--- src/rtl/asr_pkg.sv ---
// Package: constants for the host-side asynchronous SRAM controller
package asr_pkg;
  // ==========================================================
  // Geometry
  localparam int ADDR_W = 16;
  localparam int DATA_W = 24;
  // ==========================================================
  // Timing at 20 MHz (50 ns period)
  localparam int CLK_PERIOD_NS = 50;
  localparam int T_ACCESS_NS   = 25;   // Address/select to data valid
  localparam int T_PWE_NS      = 20;   // Least write strobe width
  localparam int T_HZ_NS       = 10;   // Data float after read end
  localparam int SYNC_CYC      = 2;    // Sync stages before a pin word is trusted
  // Least times round up, never below one cycle
  localparam int ACC_CYC  = (T_ACCESS_NS + CLK_PERIOD_NS - 1) / CLK_PERIOD_NS;
  localparam int PWE_CYC  = (T_PWE_NS + CLK_PERIOD_NS - 1) / CLK_PERIOD_NS;
  localparam int TURN_CYC = (T_HZ_NS + CLK_PERIOD_NS - 1) / CLK_PERIOD_NS;
  localparam int CNT_W    = 4;
  // ==========================================================
  // Controller states
  typedef enum logic [2:0] {
    ASR_IDLE, ASR_RD_SEL, ASR_RD_WAIT, ASR_RD_CAP, ASR_WR_SET, ASR_WR_PULSE,
    ASR_WR_END, ASR_TURN
  } asr_state_e;
endpackage

--- src/rtl/asr_host.sv ---
// Host-side controller driving a 64K x 24 asynchronous static RAM
`timescale 1ns/1ps
// Overview of operation
// - Write happens only while select and write strobe are both low.
// - Read when select and output drive low with write strobe high.
// - Write window is overlap of select low and strobe low.
// - Write data must be valid around the terminating rising edge.
// - Address valid no later than select falling on a read.
module asr_host #(
  parameter int ADDR_W = asr_pkg::ADDR_W,
  parameter int DATA_W = asr_pkg::DATA_W
) (
  // Clock and reset
  input  wire logic              clk,
  input  wire logic              rst,
  // User request port
  input  wire logic              req_valid,
  input  wire logic              req_write,
  input  wire logic [ADDR_W-1:0] req_addr,
  input  wire logic [DATA_W-1:0] req_wdata,
  output logic                   req_ready,
  output logic                   rd_valid,
  output logic [DATA_W-1:0]      rd_data,
  // Memory pins
  output logic [ADDR_W-1:0]      word_address_lines,
  output logic                   chip_sel_n,
  output logic                   write_strobe_n,
  output logic                   out_drive_n,
  input  wire logic [DATA_W-1:0] shared_data_lines_i,
  output logic [DATA_W-1:0]      shared_data_lines_o,
  output logic                   shared_data_lines_oe
);
  // ==========================================================
  // State and registers
  asr_pkg::asr_state_e       state_ff;
  logic [asr_pkg::CNT_W-1:0] cnt_ff;
  logic [DATA_W-1:0]         din_s1_ff;
  logic [DATA_W-1:0]         din_s2_ff;
  logic [DATA_W-1:0]         din_s3_ff;
  // Decodes shared by several processes
  logic                      take_req;
  logic                      cnt_done;
  logic                      rd_agree;

  // Load value so that a wait lasts n cycles down to zero
  function automatic logic [asr_pkg::CNT_W-1:0] cyc(input int n);
    cyc = asr_pkg::CNT_W'(n - 1);
  endfunction

  // ==========================================================
  // Read data synchroniser; capture waits for stage 2 and 3 to agree
  always_ff @(posedge clk) begin
    din_s1_ff <= shared_data_lines_i;
    din_s2_ff <= din_s1_ff;
    din_s3_ff <= din_s2_ff;
  end

  // ==========================================================
  // Shared decodes: one place for what several processes act on
  assign take_req = (state_ff == asr_pkg::ASR_IDLE) && req_valid && !req_ready;
  assign cnt_done = (cnt_ff == '0);
  // Stages 2 and 3 agreeing means the pin word has settled
  assign rd_agree = (state_ff == asr_pkg::ASR_RD_CAP) && (din_s2_ff == din_s3_ff);

  // ==========================================================
  // Sequencer state: one access at a time, never overlapped
  always_ff @(posedge clk) begin
    if (rst) begin
      state_ff <= asr_pkg::ASR_IDLE;
    end else begin
      case (state_ff)
        asr_pkg::ASR_IDLE: begin
          if (take_req && req_write) begin
            state_ff <= asr_pkg::ASR_WR_SET;
          end else if (take_req) begin
            state_ff <= asr_pkg::ASR_RD_SEL;
          end
        end
        asr_pkg::ASR_RD_SEL: begin
          state_ff <= asr_pkg::ASR_RD_WAIT;
        end
        asr_pkg::ASR_RD_WAIT: begin
          if (cnt_done) begin
            state_ff <= asr_pkg::ASR_RD_CAP;
          end
        end
        asr_pkg::ASR_RD_CAP: begin
          // Waits while the pins keep moving; a bus that never settles stalls here
          if (rd_agree) begin
            state_ff <= asr_pkg::ASR_TURN;
          end
        end
        asr_pkg::ASR_WR_SET: begin
          state_ff <= asr_pkg::ASR_WR_PULSE;
        end
        asr_pkg::ASR_WR_PULSE: begin
          if (cnt_done) begin
            state_ff <= asr_pkg::ASR_WR_END;
          end
        end
        asr_pkg::ASR_WR_END: begin
          state_ff <= asr_pkg::ASR_TURN;
        end
        asr_pkg::ASR_TURN: begin
          // Turnaround gap so the two drivers never overlap
          if (cnt_done) begin
            state_ff <= asr_pkg::ASR_IDLE;
          end
        end
        default: begin
          state_ff <= asr_pkg::ASR_IDLE;
        end
      endcase
    end
  end

  // ==========================================================
  // Down counter for access, strobe width and turnaround
  always_ff @(posedge clk) begin
    if (rst) begin
      cnt_ff <= '0;
    end else begin
      case (state_ff)
        asr_pkg::ASR_RD_SEL: begin
          // Access time plus synchroniser latency before the word is trusted
          cnt_ff <= cyc(asr_pkg::ACC_CYC + asr_pkg::SYNC_CYC);
        end
        asr_pkg::ASR_RD_CAP: begin
          if (rd_agree) begin
            cnt_ff <= cyc(asr_pkg::TURN_CYC);
          end
        end
        asr_pkg::ASR_WR_SET: begin
          cnt_ff <= cyc(asr_pkg::PWE_CYC);  // Least strobe width
        end
        asr_pkg::ASR_WR_END: begin
          cnt_ff <= '0;
        end
        asr_pkg::ASR_RD_WAIT, asr_pkg::ASR_WR_PULSE, asr_pkg::ASR_TURN: begin
          if (!cnt_done) begin
            cnt_ff <= cnt_ff - 1'b1;
          end
        end
        default: begin
          cnt_ff <= '0;
        end
      endcase
    end
  end

  // ==========================================================
  // User side: take pulse, read pulse and the held read word
  always_ff @(posedge clk) begin
    if (rst) begin
      req_ready <= 1'b0;
      rd_valid  <= 1'b0;
      rd_data   <= '0;
    end else begin
      req_ready <= take_req;  // One-cycle pulse per accepted request
      rd_valid  <= rd_agree;  // Stands for one cycle only
      if (rd_agree) begin
        rd_data <= din_s3_ff;  // Held until the next read completes
      end
    end
  end

  // ==========================================================
  // Address and write data: set at take, a cycle before select falls
  always_ff @(posedge clk) begin
    if (rst) begin
      word_address_lines   <= '0;
      shared_data_lines_o  <= '0;
      shared_data_lines_oe <= 1'b0;
    end else if (take_req) begin
      word_address_lines <= req_addr;  // Address before select
      if (req_write) begin
        shared_data_lines_o  <= req_wdata;
        shared_data_lines_oe <= 1'b1;  // Out drive held high meanwhile
      end else begin
        shared_data_lines_oe <= 1'b0;  // Released before out drive falls
      end
    end else if (state_ff == asr_pkg::ASR_WR_END) begin
      // Data held one cycle past the strobe rise for hold time
      shared_data_lines_oe <= 1'b0;
    end
  end

  // ==========================================================
  // Control pins; all idle high so the memory sits deselected
  always_ff @(posedge clk) begin
    if (rst) begin
      chip_sel_n     <= 1'b1;  // Deselected, low power
      write_strobe_n <= 1'b1;
      out_drive_n    <= 1'b1;
    end else begin
      case (state_ff)
        asr_pkg::ASR_IDLE: begin
          chip_sel_n     <= 1'b1;
          write_strobe_n <= 1'b1;
          out_drive_n    <= 1'b1;
        end
        asr_pkg::ASR_RD_SEL: begin
          chip_sel_n  <= 1'b0;  // Read: select and drive low, strobe high
          out_drive_n <= 1'b0;
        end
        asr_pkg::ASR_RD_CAP: begin
          if (rd_agree) begin
            chip_sel_n  <= 1'b1;
            out_drive_n <= 1'b1;  // Device floats again
          end
        end
        asr_pkg::ASR_WR_SET: begin
          // Overlap of select and strobe opens the write
          chip_sel_n     <= 1'b0;
          write_strobe_n <= 1'b0;
        end
        asr_pkg::ASR_WR_PULSE: begin
          if (cnt_done) begin
            write_strobe_n <= 1'b1;  // Strobe rise ends the write
          end
        end
        asr_pkg::ASR_WR_END: begin
          // Select rises a cycle later, never together with the strobe
          chip_sel_n <= 1'b1;
        end
        default: begin
          // Pins hold through waits and turnaround
        end
      endcase
    end
  end
endmodule

--- config.mk ---
export PLATFORM = sky130hd
export DESIGN_NAME = asr_host
export DESIGN_NICKNAME = d
export VERILOG_FILES = /design/src/rtl/asr_pkg.sv /design/src/rtl/asr_host.sv
export SDC_FILE = /design/constraint.sdc
export NUM_CORES = 1
export LEC_CHECK = 0
export CORE_MARGIN = 5
export CORE_UTILIZATION = 30
export DETAILED_ROUTE_END_ITERATION = 7
export DONT_BUFFER_PORTS = 1
export SYNTH_ARGS = -nofsm -noshare
export SYNTH_HDL_FRONTEND = slang
export SYNTH_SLANG_ARGS = --single-unit
--- constraint.sdc ---
create_clock -name clk -period 2.5 [get_ports clk]
set_input_delay 0.5 -clock clk [delete_from_list [all_inputs] [get_ports clk]]
set_output_delay 0.5 -clock clk [all_outputs]
set_load 0.005 [all_outputs]
Word level (Yosys, flattened, before mapping). Index checks and enable logic that the tools add are counted.

Multiplexer cells: 18. Eq/ne operators: 14. Reductions and logical operators: 20. Add/sub/neg operators: 1.

Operators by type and width (count): 24-bit == test (1); 3-bit case mux with 8 select lines (1); 3-bit 2-to-1 mux (6); 3-bit == test, second input constant (4); 4-bit case mux with 3 select lines (1); 2-bit inequality test, second input constant (5); 2-bit AND reduction (5); 1-bit case mux with 3 select lines (3); 3-bit nonzero test (3); 4-bit 2-to-1 mux (2); 3-bit by 2-bit == test with 1-bit output, second input constant (2); 1-bit 2-to-1 mux (5); 5-bit AND reduction (1); 1-bit logical AND (4); 4-bit logical NOT (1); 2-bit OR reduction (2); 4-bit by 1-bit subtractor with 4-bit output, second input constant (1); 3-bit by 1-bit == test with 1-bit output, second input constant (1); 3-bit logical NOT (1); 3-bit by 2-bit inequality test with 1-bit output, second input constant (1); 3-bit OR reduction (1); 2-bit nonzero test (1); 1-bit logical NOT (1).

Flip-flop bits (word level): 149. Bits of input ports: 68. Word-level logic and storage cells: 67.

Depth between registers and ports, before layout. Gate-level depths: netlist (run 1).

Depth in word-level cells: 6. Gate-level depth with buffers: 7. Gate-level depth less buffers: 7.

Worst setup path before layout (run 1). Ideal clock, no wire load.

Path kind: register -> register. Start: register din_s3_ff[21]. End: register rd_data[10]. Cell stages (with the launch flop): 7. Arrival: 1789 ps. Buffers on the path: 1. Path slack: 639 ps. Data required time: 2428 ps. Cell sequence: dfxtp_1 xor2_1 nor4_1 nand4_1 nor4_4 buf_6 mux2i_1.

Longest elaborated chain between the ends: 2.

Ends and longest elaborated chain: start, declared (RTL line asr_host.sv:39) `logic [DATA_W-1:0] din_s3_ff;`; start signal, assigned (RTL line asr_host.sv:55) `din_s3_ff <= din_s2_ff;`; 24-bit == test (RTL line asr_host.sv:63) `assign rd_agree = (state_ff == asr_pkg::ASR_RD_CAP) && (din_s2_ff == din_s3_ff);`; 1-bit logical AND (RTL line asr_host.sv:63); end signal, assigned (RTL line asr_host.sv:162) `rd_data <= din_s3_ff;`; end, declared (RTL line asr_host.sv:23) `output logic [DATA_W-1:0] rd_data,`.

Every way passes these cells. A chain may end at the register's enable or synchronous reset.

Final worst setup path (run 1).
Start: register din_s3_ff[9]. End: register rd_data[13].

The elaborated chain is that of the path after synthesis.

==> impl_metrics.sql, run 1 <==
INSERT INTO impl_metrics (metric_group, metric, value, unit) VALUES
('synth', 'synth_cells', '470', ''),
('power', 'clock_power_share', '0.452', ''),
('cts', 'cts.root.buffer_cell', 'sky130_fd_sc_hd__clkbuf_16', ''),
('worst_setup_path', 'rr_worst_depth', '6', ''),
('layout', 'post_route_cells_drive_above_1_share', '0.08091', ''),
('placed_design', 'routabilityCongestion', '0.7161', ''),
('synth', 'post_synth_edffs', '0', ''),
('global_route', 'via_count_of_the_first_global_routing_pass', '3208', ''),
('die', 'placementRows', '46', ''),
('worst_setup_path', 'startpoint_type', 'flip-flop', ''),
('global_route', 'first_pass_grt_wire_length', '16620', 'um'),
('power', 'lkg_pwr', '2.039', 'nW'),
('timing', 'final-setup-viol-count', '0', ''),
('synth', 'synthDominantCellAreaShare', '0.6152', ''),
('cts', 'cts_made_buffers', '17', ''),
('cts', 'ctsHoldBuffers', '0', ''),
('synth', 'ys.flop_type', 'sky130_fd_sc_hd__dfxtp_1', ''),
('routing', 'antenna_violating_nets_post_route', '0', ''),
('power', 'power_frac_seq', '0.498', ''),
('timing', 'slew_viol_final', '0', ''),
('power', 'power.switching', '0.001297', 'W'),
('cts', 'cts.htree.levels', '4', ''),
('layout', 'final_nets', '539', ''),
('timing', 'final_worst_path_period_need', '2.183', 'ns'),
('timing', 'fin_tns_setup', '0', 'ns'),
('cts', 'clock_tree_from_tritoncts', 'built', ''),
('global_route', 'globalRouteOverflowTotal', '0', ''),
('cts', 'cts_repair_resize_count', '0', ''),
('global_route', 'grt_antenna_before_repair', '0', ''),
('synth', 'commonest_cells_in_the_netlist', '149 x sky130_fd_sc_hd__dfxtp_1, 84 x sky130_fd_sc_hd__nand2_1, 54 x sky130_fd_sc_hd__nand2b_1, 48 x sky130_fd_sc_hd__a21oi_1', ''),
('cts', 'cts_clk_pin_slew_worst_paths', '0.06', 'ns'),
('power', 'p_per_area', '932.1', 'mW/mm2'),
('synth', 'syn_area', '0.004848', 'mm2'),
('worst_setup_path', 'worstPathMaxFanout', '25', ''),
('timing', 'tightestPinTransition', '0.6944', 'ns'),
('synth', 'yosys.area.top_type', 'sky130_fd_sc_hd__dfxtp_1', ''),
('synth', 'syn_area_per_cell', '10.32', 'um2'),
('power', 'power_frac_comb', '0.050', ''),
('die', 'die_h', '137.1', 'um'),
('layout', 'sequential_cell_area', '0.002983', 'mm2'),
('power', 'p_int', '0.003940', 'W'),
('layout', 'area_of_the_multi_input_gates', '0.001735', 'mm2'),
('routing', 'pre_antenna_drt_iters', '5', ''),
('timing', 'achievable-frequency', '458.2', 'MHz'),
('synth', 'async_flop_share', '0', ''),
('min_path', 'hp-class', 'input port to flip-flop', ''),
('die', 'die_width', '137.1', 'um'),
('routing', 'via_total_after_detailed_routing', '3120', ''),
('timing', 'max-slew-margin-rel', '0.5370', ''),
('layout', 'stdcell_count', '698', ''),
('routing', 'post-route-drc-count', '0', ''),
('timing', 'final_hold_violating_endpoints', '0', ''),
('synth', 'yosysWarnings', '0', ''),
('layout', 'fill_cells', '1575', ''),
('worst_setup_path', 'cp_data_arrival_time', '2.52', 'ns'),
('cts', 'clock-sinks', '149', ''),
('run_status', 'outcome', 'complete, no violations', ''),
('worst_setup_path', 'worst_ep_required_time', '2.84', 'ns'),
('routing', 'total_wirelength_of_the_detailed_routed_design', '10550', 'um'),
('die', 'core_area', '0.01589', 'mm2'),
('global_route', 'grt_util_all_layers', '0.1163', ''),
('routing', 'drt-wirelength-per-cell', '15.11', 'um'),
('layout', 'num_antenna_cells', '0', ''),
('power', 'switching_share', '0.2476', ''),
('cts', 'cts-root-to-sink-buffers', '2', ''),
('placed_design', 'buffers_on_ports', '0', ''),
('die', 'start_util', '0.3052', ''),
('synth', 'post_synthesis_cell_type_count', '34', ''),
('synth', 'synth_most_common_cell', 'sky130_fd_sc_hd__dfxtp_1', ''),
('worst_setup_path', 'start_to_end_type_of_the_worst_setup_path', 'flip-flop to flip-flop', ''),
('placed_design', 'hpwl', '7552', 'um');
[power by group through the flow]
stage	Combinational, W	Clock, W	Sequential, W
6_report	0.000263	0.00237	0.00261
5_1_grt	0.000303	0.00255	0.00262
4_1_cts	0.000266	0.00244	0.00261
3_5_place_dp	0.000265	0	0.00266
3_3_place_gp	0.000256	0	0.00266
2_1_floorplan	0.000246	0	0.00261
[critical path: stages, from the launching register on]
cell                      delay, ns
sky130_fd_sc_hd__dfxtp_1       0.32
sky130_fd_sc_hd__xor2_1        0.16
sky130_fd_sc_hd__nor4_1        0.49
sky130_fd_sc_hd__nand4_1       0.33
sky130_fd_sc_hd__nor4_4        0.34
sky130_fd_sc_hd__buf_12        0.26
sky130_fd_sc_hd__mux2i_1       0.22
[per-stage QoR]
| stage | utilization | setup WS (ns) | area (um2) | hold WS (ns) | power, W |
|---|---|---|---|---|---|
| 6_report | 0.3537 | 0.3173 | 5618 | 0.1021 | 0.005236 |
| 3_5_place_dp | 0.3184 | 0.3511 | 5057 | 0.3121 | 0.002927 |
| 3_3_place_gp | 0.3184 | 0.4065 | 5057 | 0.3107 | 0.002913 |
| 5_1_grt | 0.3537 | 0.1535 | 5618 | 0.07602 | 0.005474 |
| 2_1_floorplan | - | 0.6392 | 4848 | 0.3096 | 0.002859 |
| 4_1_cts | 0.3537 | 0.3447 | 5618 | 0.07486 | 0.005319 |
[registers in the layout, summed over array words and instances (netlist names), 3 cells and up]
name                 flops
din_s2_ff               24
din_s3_ff               24
word_address_lines      16
shared_data_lines_o     24
cnt_ff                   4
rd_data                 24
state_ff                 3
din_s1_ff               24
[cells by family after synthesis]
logic type,count (synthesis),synth area share
compound gates,68,0.08026
xor+xnor,24,0.04335
fa+ha+maj,2,0.005160
mux,24,0.04955
simple gates,173,0.1796
buf+inv,30,0.02684
flops,149,0.6152
[cell usage in the layout, fill, tap and decap left out, types with 2 or more instances in the layout]
master                       instances
sky130_fd_sc_hd__inv_8               2
sky130_fd_sc_hd__nor3b_1             2
sky130_fd_sc_hd__nor2b_1             3
sky130_fd_sc_hd__nand2_1            84
sky130_fd_sc_hd__clkinv_2            3
sky130_fd_sc_hd__and3_1              2
sky130_fd_sc_hd__a211oi_1            3
sky130_fd_sc_hd__nor2_1             13
sky130_fd_sc_hd__clkinv_4            2
sky130_fd_sc_hd__clkbuf_16          17
sky130_fd_sc_hd__o21ai_0             3
sky130_fd_sc_hd__ha_1                2
sky130_fd_sc_hd__nand2b_1           54
sky130_fd_sc_hd__a221oi_1            2
sky130_fd_sc_hd__dfxtp_1           149
sky130_fd_sc_hd__mux2i_1            24
sky130_fd_sc_hd__inv_1               5
sky130_fd_sc_hd__or3_1               2
sky130_fd_sc_hd__a21oi_1            48
sky130_fd_sc_hd__nor4_1              6
sky130_fd_sc_hd__o21bai_1            2
sky130_fd_sc_hd__o32ai_1             3
sky130_fd_sc_hd__nor4_4              2
sky130_fd_sc_hd__clkinvlp_4          2
sky130_fd_sc_hd__nor3_1              2
sky130_fd_sc_hd__xor2_1             24
sky130_fd_sc_hd__inv_6               4
sky130_fd_sc_hd__buf_4               4
[final timing paths]
kind	start	endpoint	slack (ns)
min	shared_data_lines_i[21]	din_s1_ff[21]	0.10
min reg2reg	din_s1_ff[8]	din_s2_ff[8]	0.32
max reg2reg	din_s3_ff[9]	rd_data[13]	0.32
max	din_s3_ff[9]	rd_data[13]	0.32
[per-layer routing]
layer / GRT usage / up-vias / wire (um)
li1: - / 1555 / -
met1: 0.1282 / 1461 / 4165
met2: 0.1943 / 83 / 5496
met3: 0.04118 / 21 / 610
met4: 0.06541 / 0 / 278
met5: 0 / - / 0
[cell type report]
type                       count  area share
clock buffer                  18     0.07817
clock inverter                14     0.02160
inverter                       5    0.003341
multi-input combinational    291      0.3089
sequential                   149      0.5310
tap                          216     0.04811
timing repair buffer           5    0.008909
Power figures use the tool's default switching activity.
==> run 2: changes to the inputs <==
--- a/config.mk
+++ b/config.mk
@@ -5,6 +5,7 @@
 export SDC_FILE = /design/constraint.sdc
 export NUM_CORES = 1
 export LEC_CHECK = 0
+export ABC_CLOCK_PERIOD_IN_PS = 2200
 export CORE_MARGIN = 5
 export CORE_UTILIZATION = 30
 export DETAILED_ROUTE_END_ITERATION = 7
==> constraint.sdc (replaced) <==
create_clock -name clk -period 2.2 [get_ports clk]
set_input_delay 0.44 -clock clk [delete_from_list [all_inputs] [get_ports clk]]
set_output_delay 0.44 -clock clk [all_outputs]
set_load 0.005 [all_outputs]
==> impl_metrics.sql, run 2 (synthesis results as in run 1) <==
INSERT INTO impl_metrics (metric_group, metric, value, unit) VALUES
('worst_setup_path', 'startpoint_type', 'flip-flop', ''),
('worst_setup_path', 'critical-path-max-stage-delay', '0.41', 'ns'),
('worst_setup_path', 'timing.critical_path.cells', 'xor2_1, nor4_1, nand4_1, nor4_4, buf_12, mux2i_1', ''),
('timing', 'rsz0062_at_grt', 'false', ''),
('timing', 'final_worst_path_period_need', '2.075', 'ns'),
('routing', 'post_drt_via_cell_ratio', '4.452', ''),
('placed_design', 'routabilityCongestion', '0.7225', ''),
('layout', 'layout_commonest_cell', 'sky130_fd_sc_hd__dfxtp_1', ''),
('die', 'core_area', '0.01589', 'mm2'),
('placed_design', 'buffers_on_ports', '0', ''),
('layout', 'final_nets', '543', ''),
('global_route', 'globalRouteOverflowTotal', '0', ''),
('worst_setup_path', 'critical_path.endpoint_type', 'flip-flop', ''),
('cts', 'clock-sinks', '149', ''),
('global_route', 'via_count_of_the_first_global_routing_pass', '3155', ''),
('layout', 'most-common-layout-cells', '149 x sky130_fd_sc_hd__dfxtp_1, 84 x sky130_fd_sc_hd__nand2_1, 54 x sky130_fd_sc_hd__nand2b_1', ''),
('layout', 'fill_cells', '1615', ''),
('cts', 'cts_made_buffers', '17', ''),
('global_route', 'grt_antenna_before_repair', '0', ''),
('global_route', 'grt_util_all_layers', '0.1135', ''),
('layout', 'post_route_cells_drive_above_1_share', '0.08642', ''),
('routing', 'via_total_after_detailed_routing', '3125', ''),
('power', 'vdd_ir_drop_max', '0.3871', 'mV'),
('layout', 'syn2layout_area_growth', '16.77', '%'),
('worst_setup_path', 'start_to_end_type_of_the_worst_setup_path', 'flip-flop to flip-flop', ''),
('die', 'placementRows', '46', ''),
('routing', 'post-route-drc-count', '0', ''),
('min_path', 'worst_hold_startpoint', 'shared_data_lines_i[5]', ''),
('die', 'dieArea', '0.01880', 'mm2'),
('worst_setup_path', 'worst_ep_required_time', '2.54', 'ns'),
('global_route', 'grt_max_degree', '104', ''),
('routing', 'pre_antenna_drt_iters', '4', ''),
('cts', 'ctsHoldBuffers', '0', ''),
('power', 'lkg_pwr', '2.055', 'nW'),
('worst_setup_path', 'setup.worst_path.start', 'din_s3_ff[1]', ''),
('worst_setup_path', 'worstPathMaxFanout', '25', ''),
('run_status', 'outcome', 'complete, no violations', ''),
('timing', 'max-slew-margin-rel', '0.5753', ''),
('power', 'p_per_area', '1064', 'mW/mm2'),
('run', 'max-cap-violations', '0', ''),
('layout', 'area_of_the_multi_input_gates', '0.001742', 'mm2'),
('timing', 'clock_skew', '0.009563', 'ns'),
('die', 'ios', '138', ''),
('cts', 'cts.root.buffer_cell', 'sky130_fd_sc_hd__clkbuf_16', ''),
('worst_setup_path', 'rrSetupSlack', '0.12', 'ns'),
('die', 'die_width', '137.1', 'um'),
('cts', 'cts_clk_pin_slew_worst_paths', '0.06', 'ns'),
('die', 'die_h', '137.1', 'um'),
('cts', 'clock_tree_from_tritoncts', 'built', ''),
('routing', 'antenna_violating_nets_post_route', '0', ''),
('routing', 'detailedRoute.firstIterationViolations', '169', ''),
('worst_setup_path', 'rr_startpoint', 'din_s3_ff[1]', ''),
('layout', 'sequential_cell_area', '0.002983', 'mm2'),
('timing', 'slew_viol_final', '0', ''),
('global_route', 'first_pass_grt_wire_length', '16230', 'um'),
('timing', 'ratio_of_final_minimum_period_to_clock_period', '0.9432', ''),
('worst_setup_path', 'cp_data_arrival_time', '2.41', 'ns'),
('timing', 'tightestPinTransition', '0.6370', 'ns'),
('cts', 'latest_clock_arrival_within_the_worst_skew_pair', '0.42', 'ns'),
('timing', 'achievable-frequency', '481.9', 'MHz'),
('routing', 'total_wirelength_of_the_detailed_routed_design', '10650', 'um'),
('die', 'start_util', '0.3052', ''),
('layout', 'utilization', '0.3564', ''),
('cts', 'cts-root-to-sink-buffers', '2', ''),
('layout', 'num_antenna_cells', '0', ''),
('worst_setup_path', 'timing.critical_path.slowest_stage_cell', 'sky130_fd_sc_hd__nor4_1', ''),
('timing', 'final-setup-viol-count', '0', ''),
('placed_design', 'hpwl', '7549', 'um'),
('cts', 'cts.htree.levels', '4', ''),
('timing', 'fin_tns_setup', '0', 'ns'),
('timing', 'final_hold_violating_endpoints', '0', ''),
('min_path', 'hp-class', 'input port to flip-flop', ''),
('routing', 'drt-wirelength-per-cell', '15.17', 'um');
## run 2: layer usage
metal | wire length [um] | global-route usage | vias to the layer above
li1 | - | - | 1558
met1 | 4235 | 0.1218 | 1478
met2 | 5603 | 0.1932 | 78
met3 | 657 | 0.05331 | 11
met4 | 153 | 0.04490 | 0
met5 | 0 | 0 | -
## run 2: critical path, delay by kind of cell, from the launching register on
kind | cells | cell delay (ns)
multiplexers | 1 | 0.22
buffers and inverters | 1 | 0.25
flip-flops | 1 | 0.32
XOR/XNOR | 1 | 0.16
AND/OR/NAND/NOR | 3 | 1.02
## run 2: final timing paths
kind,endpoint,cells past startpoint
min,din_s1_ff[5],0
min reg2reg,din_s2_ff[13],0
max reg2reg,rd_data[22],6
max,rd_data[22],6
## run 2: layout make-up
class	instances	share of cell area
tap	216	0.04773
multi-input combinational	291	0.3076
clock buffer	20	0.07889
inverter	5	0.003315
clock inverter	12	0.02144
timing repair buffer	9	0.01414
sequential	149	0.5269
## run 2: report_power, final
part | total (W) | internal, W | switching [W]
Sequential | 0.00296 | 0.00284 | 0.000115
Combinational | 0.000315 | 0.000139 | 0.000177
Clock | 0.00275 | 0.00161 | 0.00115
## run 2: repair_timing
item	4_1_cts	5_1_grt
buffers inserted	0	0
setup endpoints to repair	0	4
resized for setup	0	1
## run 2: through the flow
step / worst slack [ns] / total power (W) / area, um2 / instances / hold WS (ns)
finish: 0.1250 / 0.006027 / 5662 / 702 / 0.04332
global route: 0.03436 / 0.006295 / 5662 / 702 / 0.01246
CTS: 0.1115 / 0.006130 / 5655 / 702 / 0.02083
detailed placement: 0.1340 / 0.003336 / 5087 / 670 / 0.3121
global placement: 0.1903 / 0.003319 / 5087 / 670 / 0.3109
floorplan: 0.3392 / 0.003248 / 4848 / 470 / 0.3096
